### config.mk
export PLATFORM = sky130hd
export DESIGN_NAME = rmc_monitor
export DESIGN_NICKNAME = d
export VERILOG_FILES = /design/src/arm_pkg.sv /design/src/arm_monitor.sv
export SDC_FILE = /design/constraint.sdc
export NUM_CORES = 1
export LEC_CHECK = 0
export ABC_AREA = 1
export BUFFER_PORTS_ARGS = -buffer_cell sky130_fd_sc_hd__buf_2
export CORE_MARGIN = 4
export CORE_UTILIZATION = 54
export DETAILED_ROUTE_END_ITERATION = 8
export PLACE_DENSITY = 0.93
export SYNTH_ARGS = -nofsm -noshare
export SYNTH_HDL_FRONTEND = slang
export SYNTH_SLANG_ARGS = --single-unit
### constraint.sdc
create_clock -name pclk -period 5.1 [get_ports pclk]
set_input_delay 1.02 -clock pclk [delete_from_list [all_inputs] [get_ports pclk]]
set_output_delay 1.02 -clock pclk [all_outputs]
set_load 0.02 [all_outputs]
### src/arm_pkg.sv
// package: register map, field layout and reset values of the result monitor block
package rmc_pkg;
  localparam int unsigned ADDR_W = 12;
  localparam int unsigned RES_W = 10;
  localparam logic [ADDR_W-1:0] OFF_MON0_MODE = 12'h000;
  localparam logic [ADDR_W-1:0] OFF_MON1_MODE = 12'h004;
  localparam logic [ADDR_W-1:0] OFF_CMP0 = 12'h008;
  localparam logic [ADDR_W-1:0] OFF_CMP1 = 12'h00C;
  localparam logic [ADDR_W-1:0] OFF_IRQ_STATUS = 12'h010;
  localparam logic [ADDR_W-1:0] OFF_IRQ_MASK = 12'h014;
  localparam int unsigned BIT_ENABLE = 0;
  localparam int unsigned BIT_SEL_LO = 1;
  localparam int unsigned BIT_SEL_HI = 4;
  localparam int unsigned BIT_DIR = 5;
  localparam int unsigned BIT_WR0 = 7;
  localparam int unsigned BIT_SEL_PRIO = 3;
  localparam logic [7:0] MODE0_WMASK = 8'hBF;
  localparam logic [7:0] MODE1_WMASK = 8'h3F;
  localparam logic [7:0] MODE_RESET = 8'h00;
  localparam logic [RES_W-1:0] CMP_RESET = 10'h000;
  localparam logic [1:0] IRQ_RESET = 2'h0;
  localparam int unsigned NUM_SLOTS = 8;
  localparam int unsigned PRIO_SLOT = 8;
endpackage : rmc_pkg

### src/arm_monitor.sv
// result monitor: two threshold-compare channels with apb registers and interrupt
//
// Function
// - channel 0 active only when enable set
// - channel 0 direction: below or above compare
// - channel 0 source: slots 0-7 or priority
// - channel 1 active only when enable set
// - channel 1 direction: below or above compare
// - channel 1 source: slots 0-7 or priority
`timescale 1ns/1ps
module rmc_monitor #(
  parameter int unsigned RES_WIDTH = rmc_pkg::RES_W
) (
  input wire logic pclk,
  input wire logic presetn,
  input wire logic psel,
  input wire logic penable,
  input wire logic pwrite,
  input wire logic [rmc_pkg::ADDR_W-1:0] paddr,
  input wire logic [31:0] pwdata,
  input wire logic [3:0] pstrb,
  output logic [31:0] prdata,
  output logic pready,
  output logic pslverr,
  input wire logic [rmc_pkg::NUM_SLOTS-1:0] result_store,
  input wire logic [rmc_pkg::NUM_SLOTS*RES_WIDTH-1:0] result_slots,
  input wire logic prio_store,
  input wire logic [RES_WIDTH-1:0] priority_result_slot,
  output logic [1:0] mon_hit,
  output logic irq
);
  import rmc_pkg::*;

  logic [7:0] mode_reg [2];
  logic [RES_WIDTH-1:0] cmp_reg [2];
  logic [1:0] status_reg;
  logic [1:0] mask_reg;
  logic [1:0] hit_next;
  logic wr_en;
  logic rd_en;
  logic addr_ok;

  // selected slot value and its store strobe for a 4-bit source code
  function automatic logic [RES_WIDTH:0] pick_slot(
    input logic [3:0] sel,
    input logic [NUM_SLOTS-1:0] st,
    input logic [NUM_SLOTS*RES_WIDTH-1:0] vals,
    input logic pst,
    input logic [RES_WIDTH-1:0] pval
  );
    logic [RES_WIDTH:0] r;
    r = {pst, pval};
    if (!sel[BIT_SEL_PRIO]) begin
      r = {st[sel[2:0]], vals[sel[2:0]*RES_WIDTH +: RES_WIDTH]};
    end
    return r;
  endfunction : pick_slot

  assign addr_ok = (paddr == OFF_MON0_MODE) || (paddr == OFF_MON1_MODE) ||
                   (paddr == OFF_CMP0) || (paddr == OFF_CMP1) ||
                   (paddr == OFF_IRQ_STATUS) || (paddr == OFF_IRQ_MASK);
  // zero-wait slave; unmapped offsets answer with pslverr
  assign pready = 1'b1;
  assign pslverr = psel && penable && !addr_ok;
  assign wr_en = psel && penable && pwrite && addr_ok;
  assign rd_en = psel && !penable && !pwrite;

  always_ff @(posedge pclk or negedge presetn) begin
    if (!presetn) begin
      mode_reg[0] <= MODE_RESET;
      mode_reg[1] <= MODE_RESET;
    end else if (wr_en && pstrb[0]) begin
      if (paddr == OFF_MON0_MODE) begin
        mode_reg[0] <= pwdata[7:0] & MODE0_WMASK;
      end
      if (paddr == OFF_MON1_MODE) begin
        mode_reg[1] <= pwdata[7:0] & MODE1_WMASK;
      end
    end
  end

  always_ff @(posedge pclk or negedge presetn) begin
    if (!presetn) begin
      cmp_reg[0] <= CMP_RESET;
      cmp_reg[1] <= CMP_RESET;
    end else if (wr_en) begin
      if (paddr == OFF_CMP0) begin
        cmp_reg[0] <= pwdata[RES_WIDTH-1:0];
      end
      if (paddr == OFF_CMP1) begin
        cmp_reg[1] <= pwdata[RES_WIDTH-1:0];
      end
    end
  end

  always_ff @(posedge pclk or negedge presetn) begin
    if (!presetn) begin
      mask_reg <= IRQ_RESET;
    end else if (wr_en && pstrb[0] && paddr == OFF_IRQ_MASK) begin
      mask_reg <= pwdata[1:0];
    end
  end

  // per-channel comparison; equal values never fire in either direction
  for (genvar c = 0; c < 2; c++) begin : g_chan
    logic [RES_WIDTH:0] pick;
    logic below;
    logic above;
    assign pick = pick_slot(mode_reg[c][BIT_SEL_HI:BIT_SEL_LO], result_store,
                            result_slots, prio_store, priority_result_slot);
    assign below = pick[RES_WIDTH-1:0] < cmp_reg[c];
    assign above = pick[RES_WIDTH-1:0] > cmp_reg[c];
    assign hit_next[c] = mode_reg[c][BIT_ENABLE] && pick[RES_WIDTH] &&
                         (mode_reg[c][BIT_DIR] ? above : below);
  end

  always_ff @(posedge pclk or negedge presetn) begin
    if (!presetn) begin
      mon_hit <= 2'b00;
    end else begin
      mon_hit <= hit_next;
    end
  end

  // a hit in the clearing cycle wins over the write-one clear
  always_ff @(posedge pclk or negedge presetn) begin
    if (!presetn) begin
      status_reg <= IRQ_RESET;
    end else begin
      status_reg <= (status_reg & ~((wr_en && pstrb[0] && paddr == OFF_IRQ_STATUS)
                    ? pwdata[1:0] : 2'b00)) | hit_next;
    end
  end

  assign irq = |(status_reg & mask_reg);

  always_ff @(posedge pclk or negedge presetn) begin
    if (!presetn) begin
      prdata <= 32'h0000_0000;
    end else if (rd_en) begin
      prdata <= 32'h0000_0000;
      unique case (paddr)
        OFF_MON0_MODE: prdata[7:0] <= mode_reg[0];
        OFF_MON1_MODE: prdata[7:0] <= mode_reg[1];
        OFF_CMP0: prdata[RES_WIDTH-1:0] <= cmp_reg[0];
        OFF_CMP1: prdata[RES_WIDTH-1:0] <= cmp_reg[1];
        OFF_IRQ_STATUS: prdata[1:0] <= status_reg;
        OFF_IRQ_MASK: prdata[1:0] <= mask_reg;
        default: prdata <= 32'h0000_0000;
      endcase
    end
  end

  // assertions
  mon0_disabled_a: assert property (
    @(posedge pclk) disable iff (!presetn)
    !mode_reg[0][BIT_ENABLE] |=> !mon_hit[0])
    else $error("channel 0 hit while disabled");
  mon1_disabled_a: assert property (
    @(posedge pclk) disable iff (!presetn)
    !mode_reg[1][BIT_ENABLE] |=> !mon_hit[1])
    else $error("channel 1 hit while disabled");
  mon0_below_a: assert property (
    @(posedge pclk) disable iff (!presetn)
    (mode_reg[0] == 8'h01 && result_store[0] && result_slots[RES_WIDTH-1:0] < cmp_reg[0])
    |=> mon_hit[0] && status_reg[0])
    else $error("channel 0 missed below hit");
  mon1_above_a: assert property (
    @(posedge pclk) disable iff (!presetn)
    (mode_reg[1] == 8'h21 && result_store[0] && result_slots[RES_WIDTH-1:0] > cmp_reg[1])
    |=> mon_hit[1])
    else $error("channel 1 missed above hit");
  mon0_prio_a: assert property (
    @(posedge pclk) disable iff (!presetn)
    (mode_reg[0][BIT_SEL_HI] && !prio_store) |=> !mon_hit[0])
    else $error("channel 0 hit without priority store");
  mon1_slot_a: assert property (
    @(posedge pclk) disable iff (!presetn)
    (!mode_reg[1][BIT_SEL_HI] && !result_store[mode_reg[1][3:1]]) |=> !mon_hit[1])
    else $error("channel 1 hit without slot store");
  hit_sticky_a: assert property (
    @(posedge pclk) disable iff (!presetn)
    mon_hit[0] |-> status_reg[0])
    else $error("hit did not set status");
  irq_level_a: assert property (
    @(posedge pclk) disable iff (!presetn)
    irq == |(status_reg & mask_reg))
    else $error("irq not tied to masked status");
  status_clear_a: assert property (
    @(posedge pclk) disable iff (!presetn)
    (wr_en && pstrb[0] && paddr == OFF_IRQ_STATUS && pwdata[0] && !hit_next[0])
    |=> !status_reg[0])
    else $error("write one did not clear status");
  mon0_hit_c: cover property (@(posedge pclk) disable iff (!presetn) mon_hit[0]);
  mon1_hit_c: cover property (@(posedge pclk) disable iff (!presetn) mon_hit[1]);
  irq_rise_c: cover property (@(posedge pclk) disable iff (!presetn) $rose(irq));
endmodule : rmc_monitor

# Word-level counts from Yosys, hierarchy flattened
# Cells that the tools add are included.
[classes]
n_mul = 2
order_cmp = 6
eq_ne = 5
shift = 2
muxes = 12
bitwise = 4
reduce_logical = 27
[op_table]
columns = ["op", "count"]
rows = [
  ["80-bit by 8-bit variable part select with 10-bit output", 2],
  ["12-bit by 4-bit == test with 1-bit output (second input constant)", 2],
  ["12-bit by 5-bit == test with 1-bit output (second input constant)", 2],
  ["6-bit case mux with 4 select lines", 1],
  ["11-bit 2-to-1 mux", 2],
  ["10-bit greater-than comparator", 2],
  ["10-bit less-than comparator", 2],
  ["1-bit logical AND", 13],
  ["12-bit by 3-bit == test with 1-bit output (second input constant)", 1],
  ["12-bit logical NOT", 1],
  ["3-bit by 3-bit multiplier with 6-bit output (second input constant)", 2],
  ["2-bit case mux with 6 select lines", 1],
  ["3-bit by 4-bit less-than comparator with 1-bit output (second input constant)", 2],
  ["2-bit AND reduction", 4],
  ["1-bit binary-select mux with 3-bit select", 2],
  ["1-bit logical OR", 5],
  ["2-bit bitwise AND", 2],
  ["1-bit 2-to-1 mux", 4],
  ["2-bit case mux with 2 select lines", 1],
  ["1-bit logical NOT", 3],
  ["2-bit 2-to-1 mux", 1],
  ["2-bit NOT", 1],
  ["2-bit OR", 1],
  ["2-bit OR reduction", 1],
]
[totals]
register_bits = 49
in_bits = 152
output_inout_bits = 37
word_cells = 66

# Logic depth before layout (Yosys ltp)
# Gate-level depths: netlist of the first run.
[depth]
word_depth = 13
mapped_depth = 15
depth_no_buf = 14

# Worst setup path before layout of the first run
# OpenSTA, ideal clock, no wires.
[synth_timing]
kind = "input to output"
from = "input paddr[11] (netlist name)"
to = "output pslverr"
arrival_ns = 1.823
required_ns = 4.080
slack_ns = 2.257
stages = 6
n_path_buf = 0
cell_sequence = "nor2_1 > nand2_2 > clkinv_2 > nand3_2 > nand3_4 > nor2_1"
[synth_between]
elab_chain_len = 8
word_cells_on_any_way = 13
classes_between = "eq/ne (5); reduce/logical (8)"
[synth_lines]
columns = ["item", "line", "text"]
rows = [
  ["start, declared", "arm_monitor.sv:19", "input wire logic [rmc_pkg::ADDR_W-1:0] paddr,"],
  ["12-bit by 3-bit == test with 1-bit output or 12-bit logical NOT (tied branches)", "arm_monitor.sv:59", "assign addr_ok = (paddr == OFF_MON0_MODE) || (paddr == OFF_MON1_MODE) ||"],
  ["1-bit logical OR (2 in series)", "arm_monitor.sv:59", ""],
  ["1-bit logical OR (2 in series)", "arm_monitor.sv:60", "(paddr == OFF_CMP0) || (paddr == OFF_CMP1) ||"],
  ["1-bit logical OR *", "arm_monitor.sv:61", "(paddr == OFF_IRQ_STATUS) || (paddr == OFF_IRQ_MASK);"],
  ["1-bit logical NOT *", "arm_monitor.sv:64", "assign pslverr = psel && penable && !addr_ok;"],
  ["1-bit logical AND *", "arm_monitor.sv:64", ""],
  ["end, declared", "arm_monitor.sv:24", "output logic pslverr,"],
]
# Every way passes the cells marked *; elsewhere a longest branch is shown, timed or not.

# Worst setup path after layout of the first run
[layout_timing]
from = "register mode_reg[1] (netlist name)"
to = "register status_reg[1]"
[layout_between]
elab_chain_len = 7
word_cells_on_any_way = 11
classes_between = "mul (1); order compare (2); shift (1); mux (4); bitwise (1); reduce/logical (2)"
[layout_lines]
columns = ["item", "line", "text"]
rows = [
  ["start, declared", "arm_monitor.sv:34", "logic [7:0] mode_reg [2];"],
  ["3-bit by 3-bit multiplier with 6-bit output", "arm_monitor.sv:54", "r = {st[sel[2:0]], vals[sel[2:0]*RES_WIDTH +: RES_WIDTH]};"],
  ["80-bit by 8-bit variable part select with 10-bit output", "arm_monitor.sv:54", ""],
  ["11-bit 2-to-1 mux *", "arm_monitor.sv:53", "if (!sel[BIT_SEL_PRIO]) begin"],
  ["10-bit less-than comparator or 10-bit greater-than comparator (tied branches)", "arm_monitor.sv:111, arm_monitor.sv:112", ""],
  ["1-bit 2-to-1 mux", "arm_monitor.sv:114", "(mode_reg[c][BIT_DIR] ? above : below);"],
  ["1-bit logical AND *", "arm_monitor.sv:113", "assign hit_next[c] = mode_reg[c][BIT_ENABLE] && pick[RES_WIDTH] &&"],
  ["2-bit OR *", "arm_monitor.sv:131", "? pwdata[1:0] : 2'b00)) | hit_next;"],
  ["end signal, assigned", "arm_monitor.sv:130", "status_reg <= (status_reg & ~((wr_en && pstrb[0] && paddr == OFF_IRQ_STATUS)"],
  ["end, declared", "arm_monitor.sv:36", "logic [1:0] status_reg;"],
]
# Every way passes the cells marked *; elsewhere a longest branch is shown, timed or not. The select of a mux whose other input is x is not followed.
# A chain may end at the register's enable or synchronous reset.

==> results.sh, run 1 <==
export IMPL_routed_wl_um=14700
export IMPL_tns_ps=0
export IMPL_hp_start="prdata[1]"
export IMPL_port_buffer_count=140
export IMPL_fp_dieH_um=101
export IMPL_intPower_uw=596
export IMPL_r2r_start="mode_reg[1]"
export IMPL_worstPathCellList="buf_4 > inv_1 > o21ai_0 > o21ai_0 > o221ai_1 > o21ai_0 > ha_1 > nand2_1 > nor2_1 > o211ai_1 > nand3_1 > nor2_1 > nand3b_1 > nand2_1"
export IMPL_synth_seq_area_share=0.263
export IMPL_coreArea_um2=8300
export IMPL_cp_max_fo=65
export IMPL_fillers=760
export IMPL_clockPowerShare=0.347
export IMPL_yosysUniqueCellTypes=33
export IMPL_syn_area_per_cell_um2=6.42
export IMPL_met3_usage=0.0450
export IMPL_die_area_um2=10200
export IMPL_grt_pass1_vias=4860
export IMPL_clk_pin_slew_ps=100
export IMPL_cts_buffers=5
export IMPL_drtAntennaViolNets=0
export IMPL_yosys_warnings=0
export IMPL_clock_fmax_mhz=278
export IMPL_fin_crit_sh=0.705
export IMPL_comb_power_share=0.183
export IMPL_post_route_drc_count=0
export IMPL_hold_viol=0
export IMPL_grt_max_degree=67
export IMPL_syn_inst=726
export IMPL_path_class="reg2reg"
export IMPL_largest_reg_flops=20
export IMPL_crit_required_ps=5350
export IMPL_powerDensity_nw_per_um2=155
export IMPL_grt_pass1_wl_um=23500
export IMPL_relSlewSlack=0.287
export IMPL_cts_tree="built"
export IMPL_setup_viol=0
export IMPL_antenna_cells=0
export IMPL_initial_core_util=0.562
export IMPL_root_buffer="clkbuf_8"
export IMPL_cp_start_kind="register"
export IMPL_worstHoldPathType="reg2reg"
export IMPL_clock_sinks=49
export IMPL_r2r_slack_ps=1500
export IMPL_routedWlPerCell_um=15.7
export IMPL_run_status="finished, final reports clean"
export IMPL_slowest_stage="inv_1"
export IMPL_pin_count=189
export IMPL_dpl_hpwl_um=10700
export IMPL_cp_arrival_ps=3840
export IMPL_setup_worst_path_start="mode_reg[1]"
export IMPL_met2_usage=0.449
export IMPL_netlist_area_um2=4660
export IMPL_hold_buffers=0
export IMPL_first_iter_violations=467
export IMPL_fin_skew_ps=10.4
export IMPL_cp_common_cell="o21ai_0"
export IMPL_layout_nets=1005
export IMPL_finalCriticalPeriod_ps=3600
export IMPL_ys_ff_latch=49
export IMPL_firstDrtPassIters=5
export IMPL_clk_latency_ps=310
export IMPL_synth_largest_area_cell="dfrtp_1"
export IMPL_use_met1=0.396
export IMPL_cts_setup_buffers=0
export IMPL_slowest_delay_ps=550
export IMPL_grt_antenna_before_repair=0
export IMPL_cts_resized=0
export IMPL_cts_path_max_buffers=2
export IMPL_p_total_uw=829
export IMPL_die_w_um=101
export IMPL_syn2layout_area_growth_pct=15.0
export IMPL_rows=33
export IMPL_yosysTopAreaCellShare=0.263
export IMPL_grt_overflow_total=0
export IMPL_drive_gt1_frac=0.201
export IMPL_tightest_slew_ps=1070
export IMPL_vias=5460
export IMPL_critPathCaptureType="register"
export IMPL_synth_area_leaders="dfrtp_1, o21ai_0, nand2_1"
export IMPL_h_tree_depth=2
export IMPL_p_sw_frac=0.280
export IMPL_rsz0062_at_grt="false"
export IMPL_power_leakage_uw=0.00268
export IMPL_via_per_inst=5.81
export IMPL_peakVddDrop_uv=168
export IMPL_track_usage=0.283
export IMPL_drv_cap=0
export IMPL_grt_busiest_layer="met2"
export IMPL_seqPwrFrac=0.470
export IMPL_final_max_slew_viol_count=0
export IMPL_p_switching_uw=232
export IMPL_gp_congestion=0.949
-- power by group through the flow --
| stage | clock, uW | sequential (uW) | combinational [uW] |
|---|---|---|---|
| floorplan | 0 | 399 | 79.9 |
| detailed placement | 0 | 397 | 149 |
| finish | 287 | 390 | 152 |
| global route | 303 | 390 | 170 |
| global placement | 0 | 397 | 146 |
| CTS | 291 | 390 | 150 |
-- final cells by class --
cell class                      count  area, um^2  area share
Sequential cell                    49        1230       0.229
Timing Repair Buffer              143         723       0.135
Clock buffer                        5        68.8      0.0128
Clock inverter                      3        46.3     0.00863
Multi-Input combinational cell    537        2800       0.522
Inverter                           97         365      0.0681
Tap cell                          105         131      0.0245
-- final timing paths --
kind | end | depth (start not counted)
hold / removal | prdata[1] | 2
min in group asynchronous | mask_reg[0] | 1
setup / recovery | status_reg[1] | 14
max in group asynchronous | cmp_reg[5] | 1
setup reg to reg | status_reg[1] | 14
hold reg to reg | prdata[1] | 2
-- cell families (layout without fill, tap and decap cells) --
family	after synthesis	count (layout)	share of synthesized area
AOI/OAI and AO/OA	281	281	0.330
adders and majority gates	20	20	0.0537
buffers and inverters	161	248	0.153
DFF	49	49	0.263
other	2	23	0.00161
and+or+nand+nor	213	213	0.199
-- worst max-delay path: cells and delay by family (launching register included) --
kind / cells / cell delay, ps
flops: 1 / 330
compound gates: 5 / 1020
buf+inv: 2 / 1020
fa+ha+maj: 1 / 330
simple gates: 6 / 810
-- per-stage QoR --
stage / hold WS, ps / util / instance area, um^2 / cells / worst slack, ps
floorplan: 453 / - / 4740 / 747 / 2260
global placement: 464 / 0.632 / 5250 / 931 / 1830
detailed placement: 460 / 0.632 / 5250 / 931 / 1750
CTS: 491 / 0.646 / 5360 / 939 / 1620
global route: 524 / 0.646 / 5360 / 939 / 1210
finish: 487 / 0.646 / 5360 / 939 / 1500
-- synth_stat cells --
library cell,count
a21oi_1,47
and3_1,1
buf_1,7
buf_2,6
buf_4,23
buf_6,2
clkbuf_1,26
clkinv_1,1
clkinv_2,1
conb_1,2
dfrtp_1,49
ha_1,20
inv_1,95
nand2_1,104
nand2_2,4
nand3_1,16
nand3_2,1
nand3_4,2
nand3b_1,1
nand4_1,7
nor2_1,69
nor2_2,2
nor2_4,2
nor2_8,1
nor3_1,3
o211ai_1,5
o21a_1,2
o21ai_0,172
o21ai_1,14
o21ai_2,4
o21bai_1,2
o221ai_1,20
o22ai_1,15
-- cell usage in the layout (no fill, tap or decap), types with 3 or more instances in the layout --
cell      count
nand2_1     104
o22ai_1      15
o221ai_1     20
nor2_1       69
ha_1         20
buf_2       140
o21ai_1      14
nand4_1       7
clkbuf_8      5
nand2_2       4
o21ai_0     172
buf_4         3
dfrtp_1      49
nand3_1      16
nor3_1        3
conb_1       23
inv_1        95
o211ai_1      5
o21ai_2       4
a21oi_1      47
-- metal layers --
layer	vias up	share of wire
met5	-	0
met4	0	0.029
met3	43	0.12
met2	363	0.46
met1	2436	0.39
li1	2618	-
No activity file was read; power rests on OpenSTA's default activity.
==> run 2: changes to the inputs <==
- ABC_AREA: 1 -> 0
- CORE_UTILIZATION: 54 -> 45
- PLACE_DENSITY: 0.93 -> 0.84
- clock period: 5.1 -> 2.94 ns (I/O delays scaled with it)
==> run 2 against run 1 <==
Against the previous run: critical path depth is 3 lower; global-route usage is 6.8 points lower; critical path type unchanged; largest power group unchanged; total power is 77% higher; register-to-register slack worse by 1400 ps; count of clock-buffer cells in the layout is 2 higher; area after synthesis is 4.2% lower; die area is 14% higher.
==> results.sh, run 2 <==
export IMPL_dp_slack_ps=-87.5
export IMPL_layout_nets=728
export IMPL_vias=4067
export IMPL_synth_top_family_by_area="multiplexers"
export IMPL_routed_wl_um=13200
export IMPL_syn_inst=416
export IMPL_synth_compound_area_frac=0.0960
export IMPL_coreArea_um2=9730
export IMPL_drv_cap=0
export IMPL_p_total_uw=1470
export IMPL_seq_area_um2=1230
export IMPL_stdcell_count=691
export IMPL_hold_viol=0
export IMPL_fillers=815
export IMPL_rsz0062_at_grt="true"
export IMPL_final_max_slew_viol_count=0
export IMPL_placedCellCount=677
export IMPL_firstDrtPassIters=5
export IMPL_fin_skew_ps=10.2
export IMPL_die_w_um=108
export IMPL_path_class="reg2reg"
export IMPL_synth_fa_ha_area_frac=0.0560
export IMPL_yosysUniqueCellTypes=48
export IMPL_grt_pass1_vias=4113
export IMPL_yosysMostFrequentCell="dfrtp_1"
export IMPL_hold_buffers=0
export IMPL_grt_max_degree=50
export IMPL_synth_seq_area_share=0.274
export IMPL_synth_ff_type="dfrtp_1"
export IMPL_clock_fmax_mhz=346
export IMPL_root_buffer="clkbuf_8"
export IMPL_cp_arrival_ps=3040
export IMPL_cts_buffers=5
export IMPL_fin_area_um2=5510
export IMPL_syn_area_per_cell_um2=10.7
export IMPL_finalCriticalPeriod_ps=2890
export IMPL_yosys_warnings=0
export IMPL_postPlaceCellArea_um2=5280
export IMPL_worstHoldPathType="in2async"
export IMPL_yosysTopAreaCellShare=0.274
export IMPL_clk_pin_slew_ps=90
export IMPL_critPathCaptureType="register"
export IMPL_track_usage=0.216
export IMPL_clk_latency_ps=310
export IMPL_peakVddDrop_uv=162
export IMPL_routedWlPerCell_um=19.1
export IMPL_setup_viol=0
export IMPL_synth_area_leaders="dfrtp_1, mux4_2, mux2_2"
export IMPL_tightest_slew_ps=1070
export IMPL_layout_common_cells="buf_2, dfrtp_1, mux4_2, nand2_1, mux2i_1"
export IMPL_rows=36
export IMPL_grt_antenna_before_repair=1
export IMPL_run_status="finished, final reports clean"
export IMPL_final_common_cell="buf_2"
export IMPL_drtAntennaViolNets=0
export IMPL_synthXorXnorAreaFrac=0
export IMPL_synthArstFlopShare=1.00
export IMPL_post_route_drc_count=0
export IMPL_power_leakage_uw=0.00242
export IMPL_h_tree_depth=2
export IMPL_synth_largest_area_cell="dfrtp_1"
export IMPL_syn2layout_area_growth_pct=23.3
export IMPL_largest_reg_flops=20
export IMPL_clock_sinks=49
export IMPL_gp_congestion=0.912
export IMPL_crit_required_ps=3090
export IMPL_multi_input_area_um2=2980
export IMPL_fin_ws_ps=53.9
export IMPL_ys_top_cells_by_count="dfrtp_1, mux4_2, nand2_1"
export IMPL_grt_overflow_total=0
export IMPL_synth_mux_area_frac=0.378
export IMPL_cp_start_kind="register"
export IMPL_dpl_hpwl_um=10400
export IMPL_via_per_inst=5.89
export IMPL_cts_tree="built"
export IMPL_ys_ff_latch=49
export IMPL_powerDensity_nw_per_um2=266
export IMPL_grt_pass1_wl_um=19500
export IMPL_first_iter_violations=314
export IMPL_initial_core_util=0.459
export IMPL_fin_crit_sh=0.982
export IMPL_cts_path_max_buffers=2
export IMPL_port_buffer_count=140
export IMPL_fp_dieH_um=108
export IMPL_die_area_um2=11600
export IMPL_yosys_area_share_simple=0.106
export IMPL_drive_gt1_frac=0.474
export IMPL_pin_count=189
export IMPL_relSlewSlack=0.288
export IMPL_cp_max_fo=23
export IMPL_netlist_area_um2=4470
export IMPL_synth_edf_count=0
-- run 2: changes by cell type in the layout (fill, tap and decap cells not counted), sizes merged, moves of 13 or more --
cell	before	now
o21ai	190	33
inv	95	25
nand2	108	41
nor2	74	12
mux4	0	44
a21oi	47	12
mux2	0	33
mux2i	0	31
o221ai	20	0
buf	143	162
nand3	19	4
o22ai	15	2
-- run 2: timing repair --
item | 4_1_cts | 5_1_grt
setup buffers | 0 | 4
pin swaps | 0 | 4
setup endpoints to repair | 4 | 4
cloned | 0 | 1
gates resized for setup | 3 | 14
-- run 2: final timing paths --
kind / start / slack, ps / end / depth (start not counted)
hold reg to reg: prdata[7] / 480 / prdata[7] / 2
setup / recovery: mode_reg[1] / 50 / status_reg[1] / 11
min in group pclk: prdata[7] / 480 / prdata[7] / 2
max in group asynchronous: presetn / 1760 / mode_reg[9] / 1
hold / removal: presetn / 470 / mask_reg[0] / 1
setup reg to reg: mode_reg[1] / 50 / status_reg[1] / 11
-- run 2: per-stage QoR --
stage               hold WS [ps]  utilization  setup TNS (ps)
floorplan                    292            -               0
global placement             463        0.543           -93.4
detailed placement           462        0.543            -191
CTS                          482        0.555               0
global route                 521        0.566            -102
finish                       471        0.566               0
-- run 2: cell families (layout without fill, tap and decap cells) --
group                    Yosys count  count (layout)
multiplexers                     108             108
AND/OR/NAND/NOR                   91              91
buffers and inverters             76             196
AO/OA/AOI/OAI                     70              70
flip-flops                        49              49
adder cells (fa/ha/maj)           20              20
other                              2              24
-- run 2: cell type report --
cell class / instances / share of cell area
clock inverter: 1 / 0.00545
sequential: 49 / 0.223
inverter: 25 / 0.0170
timing repair buffer: 163 / 0.167
antenna: 1 / 0.000454
tap: 133 / 0.0302
clock buffer: 7 / 0.0157
multi-input combinational: 312 / 0.542
-- run 2: worst max-delay path, stage by stage (launching register included) --
cell	delay, ps
dfrtp_1	380
buf_12	210
mux4_2	520
mux2i_1	160
o21ai_0	130
ha_1	330
nand4_1	160
o311ai_2	380
buf_4	180
nor3_4	40
nor2_1	140
a31oi_1	70
-- run 2: power by group --
group / internal (uW) / total (uW) / switching (uW)
registers: 674 / 674 / 0.624
clock network: 277 / 496 / 219
logic: 138 / 295 / 157
total: 1090 / 1470 / 376
-- run 2: per-layer routing --
layer	up-vias	GRT usage	share of wire
li1	1803	-	-
met1	1987	0.254	0.36
met2	230	0.382	0.53
met3	47	0.0414	0.067
met4	0	0.0920	0.040
met5	-	0	0
==> run 3: changes to the inputs <==
- MAX_ROUTING_LAYER: not set -> met4
==> run 3 against run 2 <==
Against the previous run: cell area increased by 0.64%; hold slack better by 8.6 ps; first-iteration DRC count fell by 13%; sequential power hardly changed; utilization increased by 0.36 points; global-route usage up 0.17 points; maximum frequency up 0.78%; critical endpoint is now status_reg[0]; highest routed layer unchanged.
==> results.sh, run 3 (synthesized netlist as in run 2, its figures left out) <==
export IMPL_gp_congestion=0.968
export IMPL_initial_core_util=0.459
export IMPL_layout_common_cells="buf_2, dfrtp_1, mux4_2, nand2_1, mux2i_1"
export IMPL_post_route_drc_count=0
export IMPL_clk_pin_slew_ps=100
export IMPL_intPower_uw=1150
export IMPL_crit_required_ps=3190
export IMPL_clock_sinks=49
export IMPL_routedWlPerCell_um=18.6
export IMPL_relSlewSlack=0.280
export IMPL_syn2layout_area_growth_pct=24.1
export IMPL_worstHoldPathType="in2async"
export IMPL_cp_arrival_ps=3120
export IMPL_die_area_um2=11600
export IMPL_clk_latency_ps=310
export IMPL_drv_cap=0
export IMPL_power_leakage_uw=0.00245
export IMPL_grt_overflow_total=0
export IMPL_cts_path_max_buffers=2
export IMPL_drtAntennaViolNets=0
export IMPL_p_sw_frac=0.252
export IMPL_cts_tree="built"
export IMPL_grt_antenna_before_repair=0
export IMPL_fin_skew_ps=12.3
export IMPL_track_usage=0.218
export IMPL_die_w_um=108
export IMPL_final_max_slew_viol_count=0
export IMPL_rows=36
export IMPL_path_class="reg2reg"
export IMPL_critPathCaptureType="register"
export IMPL_fin_crit_sh=0.974
export IMPL_clock_fmax_mhz=349
export IMPL_tns_ps=0
export IMPL_pin_count=189
export IMPL_clockPowerShare=0.370
export IMPL_drive_gt1_frac=0.480
export IMPL_p_switching_uw=387
export IMPL_powerDensity_nw_per_um2=277
export IMPL_run_status="finished, final reports clean"
export IMPL_final_common_cell="buf_2"
export IMPL_cp_max_fo=10
export IMPL_cts_buffers=5
export IMPL_vias=3971
export IMPL_postPlaceCellArea_um2=5320
export IMPL_layout_nets=732
export IMPL_tightest_slew_ps=1080
export IMPL_port_buffer_count=140
export IMPL_grt_pass1_vias=4003
export IMPL_hold_buffers=0
export IMPL_firstDrtPassIters=5
export IMPL_setup_viol=0
export IMPL_rsz0062_at_grt="true"
export IMPL_fp_dieH_um=108
export IMPL_fin_area_um2=5550
export IMPL_coreArea_um2=9730
export IMPL_dpl_hpwl_um=10400
export IMPL_antenna_cells=0
export IMPL_grt_max_degree=50
export IMPL_finalCriticalPeriod_ps=2860
export IMPL_hold_viol=0
export IMPL_cp_start_kind="register"
export IMPL_fillers=817
export IMPL_grt_pass1_wl_um=19300
export IMPL_via_per_inst=5.72
export IMPL_routed_wl_um=12900
export IMPL_seqPwrFrac=0.439
export IMPL_root_buffer="clkbuf_8"
export IMPL_postLayoutCoreUtil=0.570
export IMPL_comb_power_share=0.191
export IMPL_first_iter_violations=273
export IMPL_largest_reg_flops=20
export IMPL_peakVddDrop_uv=177
export IMPL_h_tree_depth=2
## run 3: stage by stage
step | hold WS [ps] | worst slack, ps | std cells | power, uW
detailed placement | 462 | -214 | 682 | 971
global placement | 462 | -121 | 682 | 959
CTS | 482 | 11.8 | 690 | 1530
floorplan | 292 | 0.221 | 437 | 849
finish | 479 | 76.4 | 694 | 1540
global route | 515 | -54.6 | 694 | 1600
## run 3: cell type report
cell class	instances	area [um^2]	share of cell area
multi-input combinational	312	2980	0.537
sequential	49	1230	0.221
timing repair buffer	167	946	0.171
tap	133	166	0.0300
inverter	25	93.8	0.0169
clock buffer	5	68.8	0.0124
clock inverter	3	65.1	0.0117
## run 3: power by group through the flow
stage                     combinational [uW]  sequential [uW]  clock, uW
after detailed placement                 283              688          0
final                                    293              674        569
after global routing                     318              675        605
after floorplan                          162              688          0
after global placement                   271              688          0
after CTS                                285              674        571
## run 3: final timing paths
check                      slack [ps]        start  cells after the start            end
setup / recovery                   80  mode_reg[9]                     11  status_reg[0]
hold / removal                    480      presetn                      1  status_reg[1]
setup reg to reg                   80  mode_reg[9]                     11  status_reg[0]
hold reg to reg                   480    prdata[7]                      2      prdata[7]
max in group asynchronous        1740      presetn                      1    mode_reg[9]
min in group pclk                 480    prdata[7]                      2      prdata[7]
## run 3: timing repair
action	in CTS	in global routing
buffers inserted	0	3
endpoints found under the setup margin	4	4
gates cloned	0	1
pin swaps	0	4
gates resized for setup	4	15
## run 3: critical path, cell delays in order, from the launching register on
cell	delay, ps
dfrtp_2	400
buf_4	140
clkbuf_16	170
mux4_2	510
mux2i_1	180
o21ai_1	80
ha_1	310
nand4_1	140
nor2_1	80
a221oi_2	280
mux2i_1	330
a22o_1	180
## run 3: metal layers
layer	part of all wire	wire, um	vias up	global-route usage
li1	-	-	1813	-
met1	0.37	4840	1931	0.256
met2	0.53	6920	195	0.381
met3	0.062	798	32	0.0402
met4	0.029	373	0	0.0622
met5	0	0	-	-
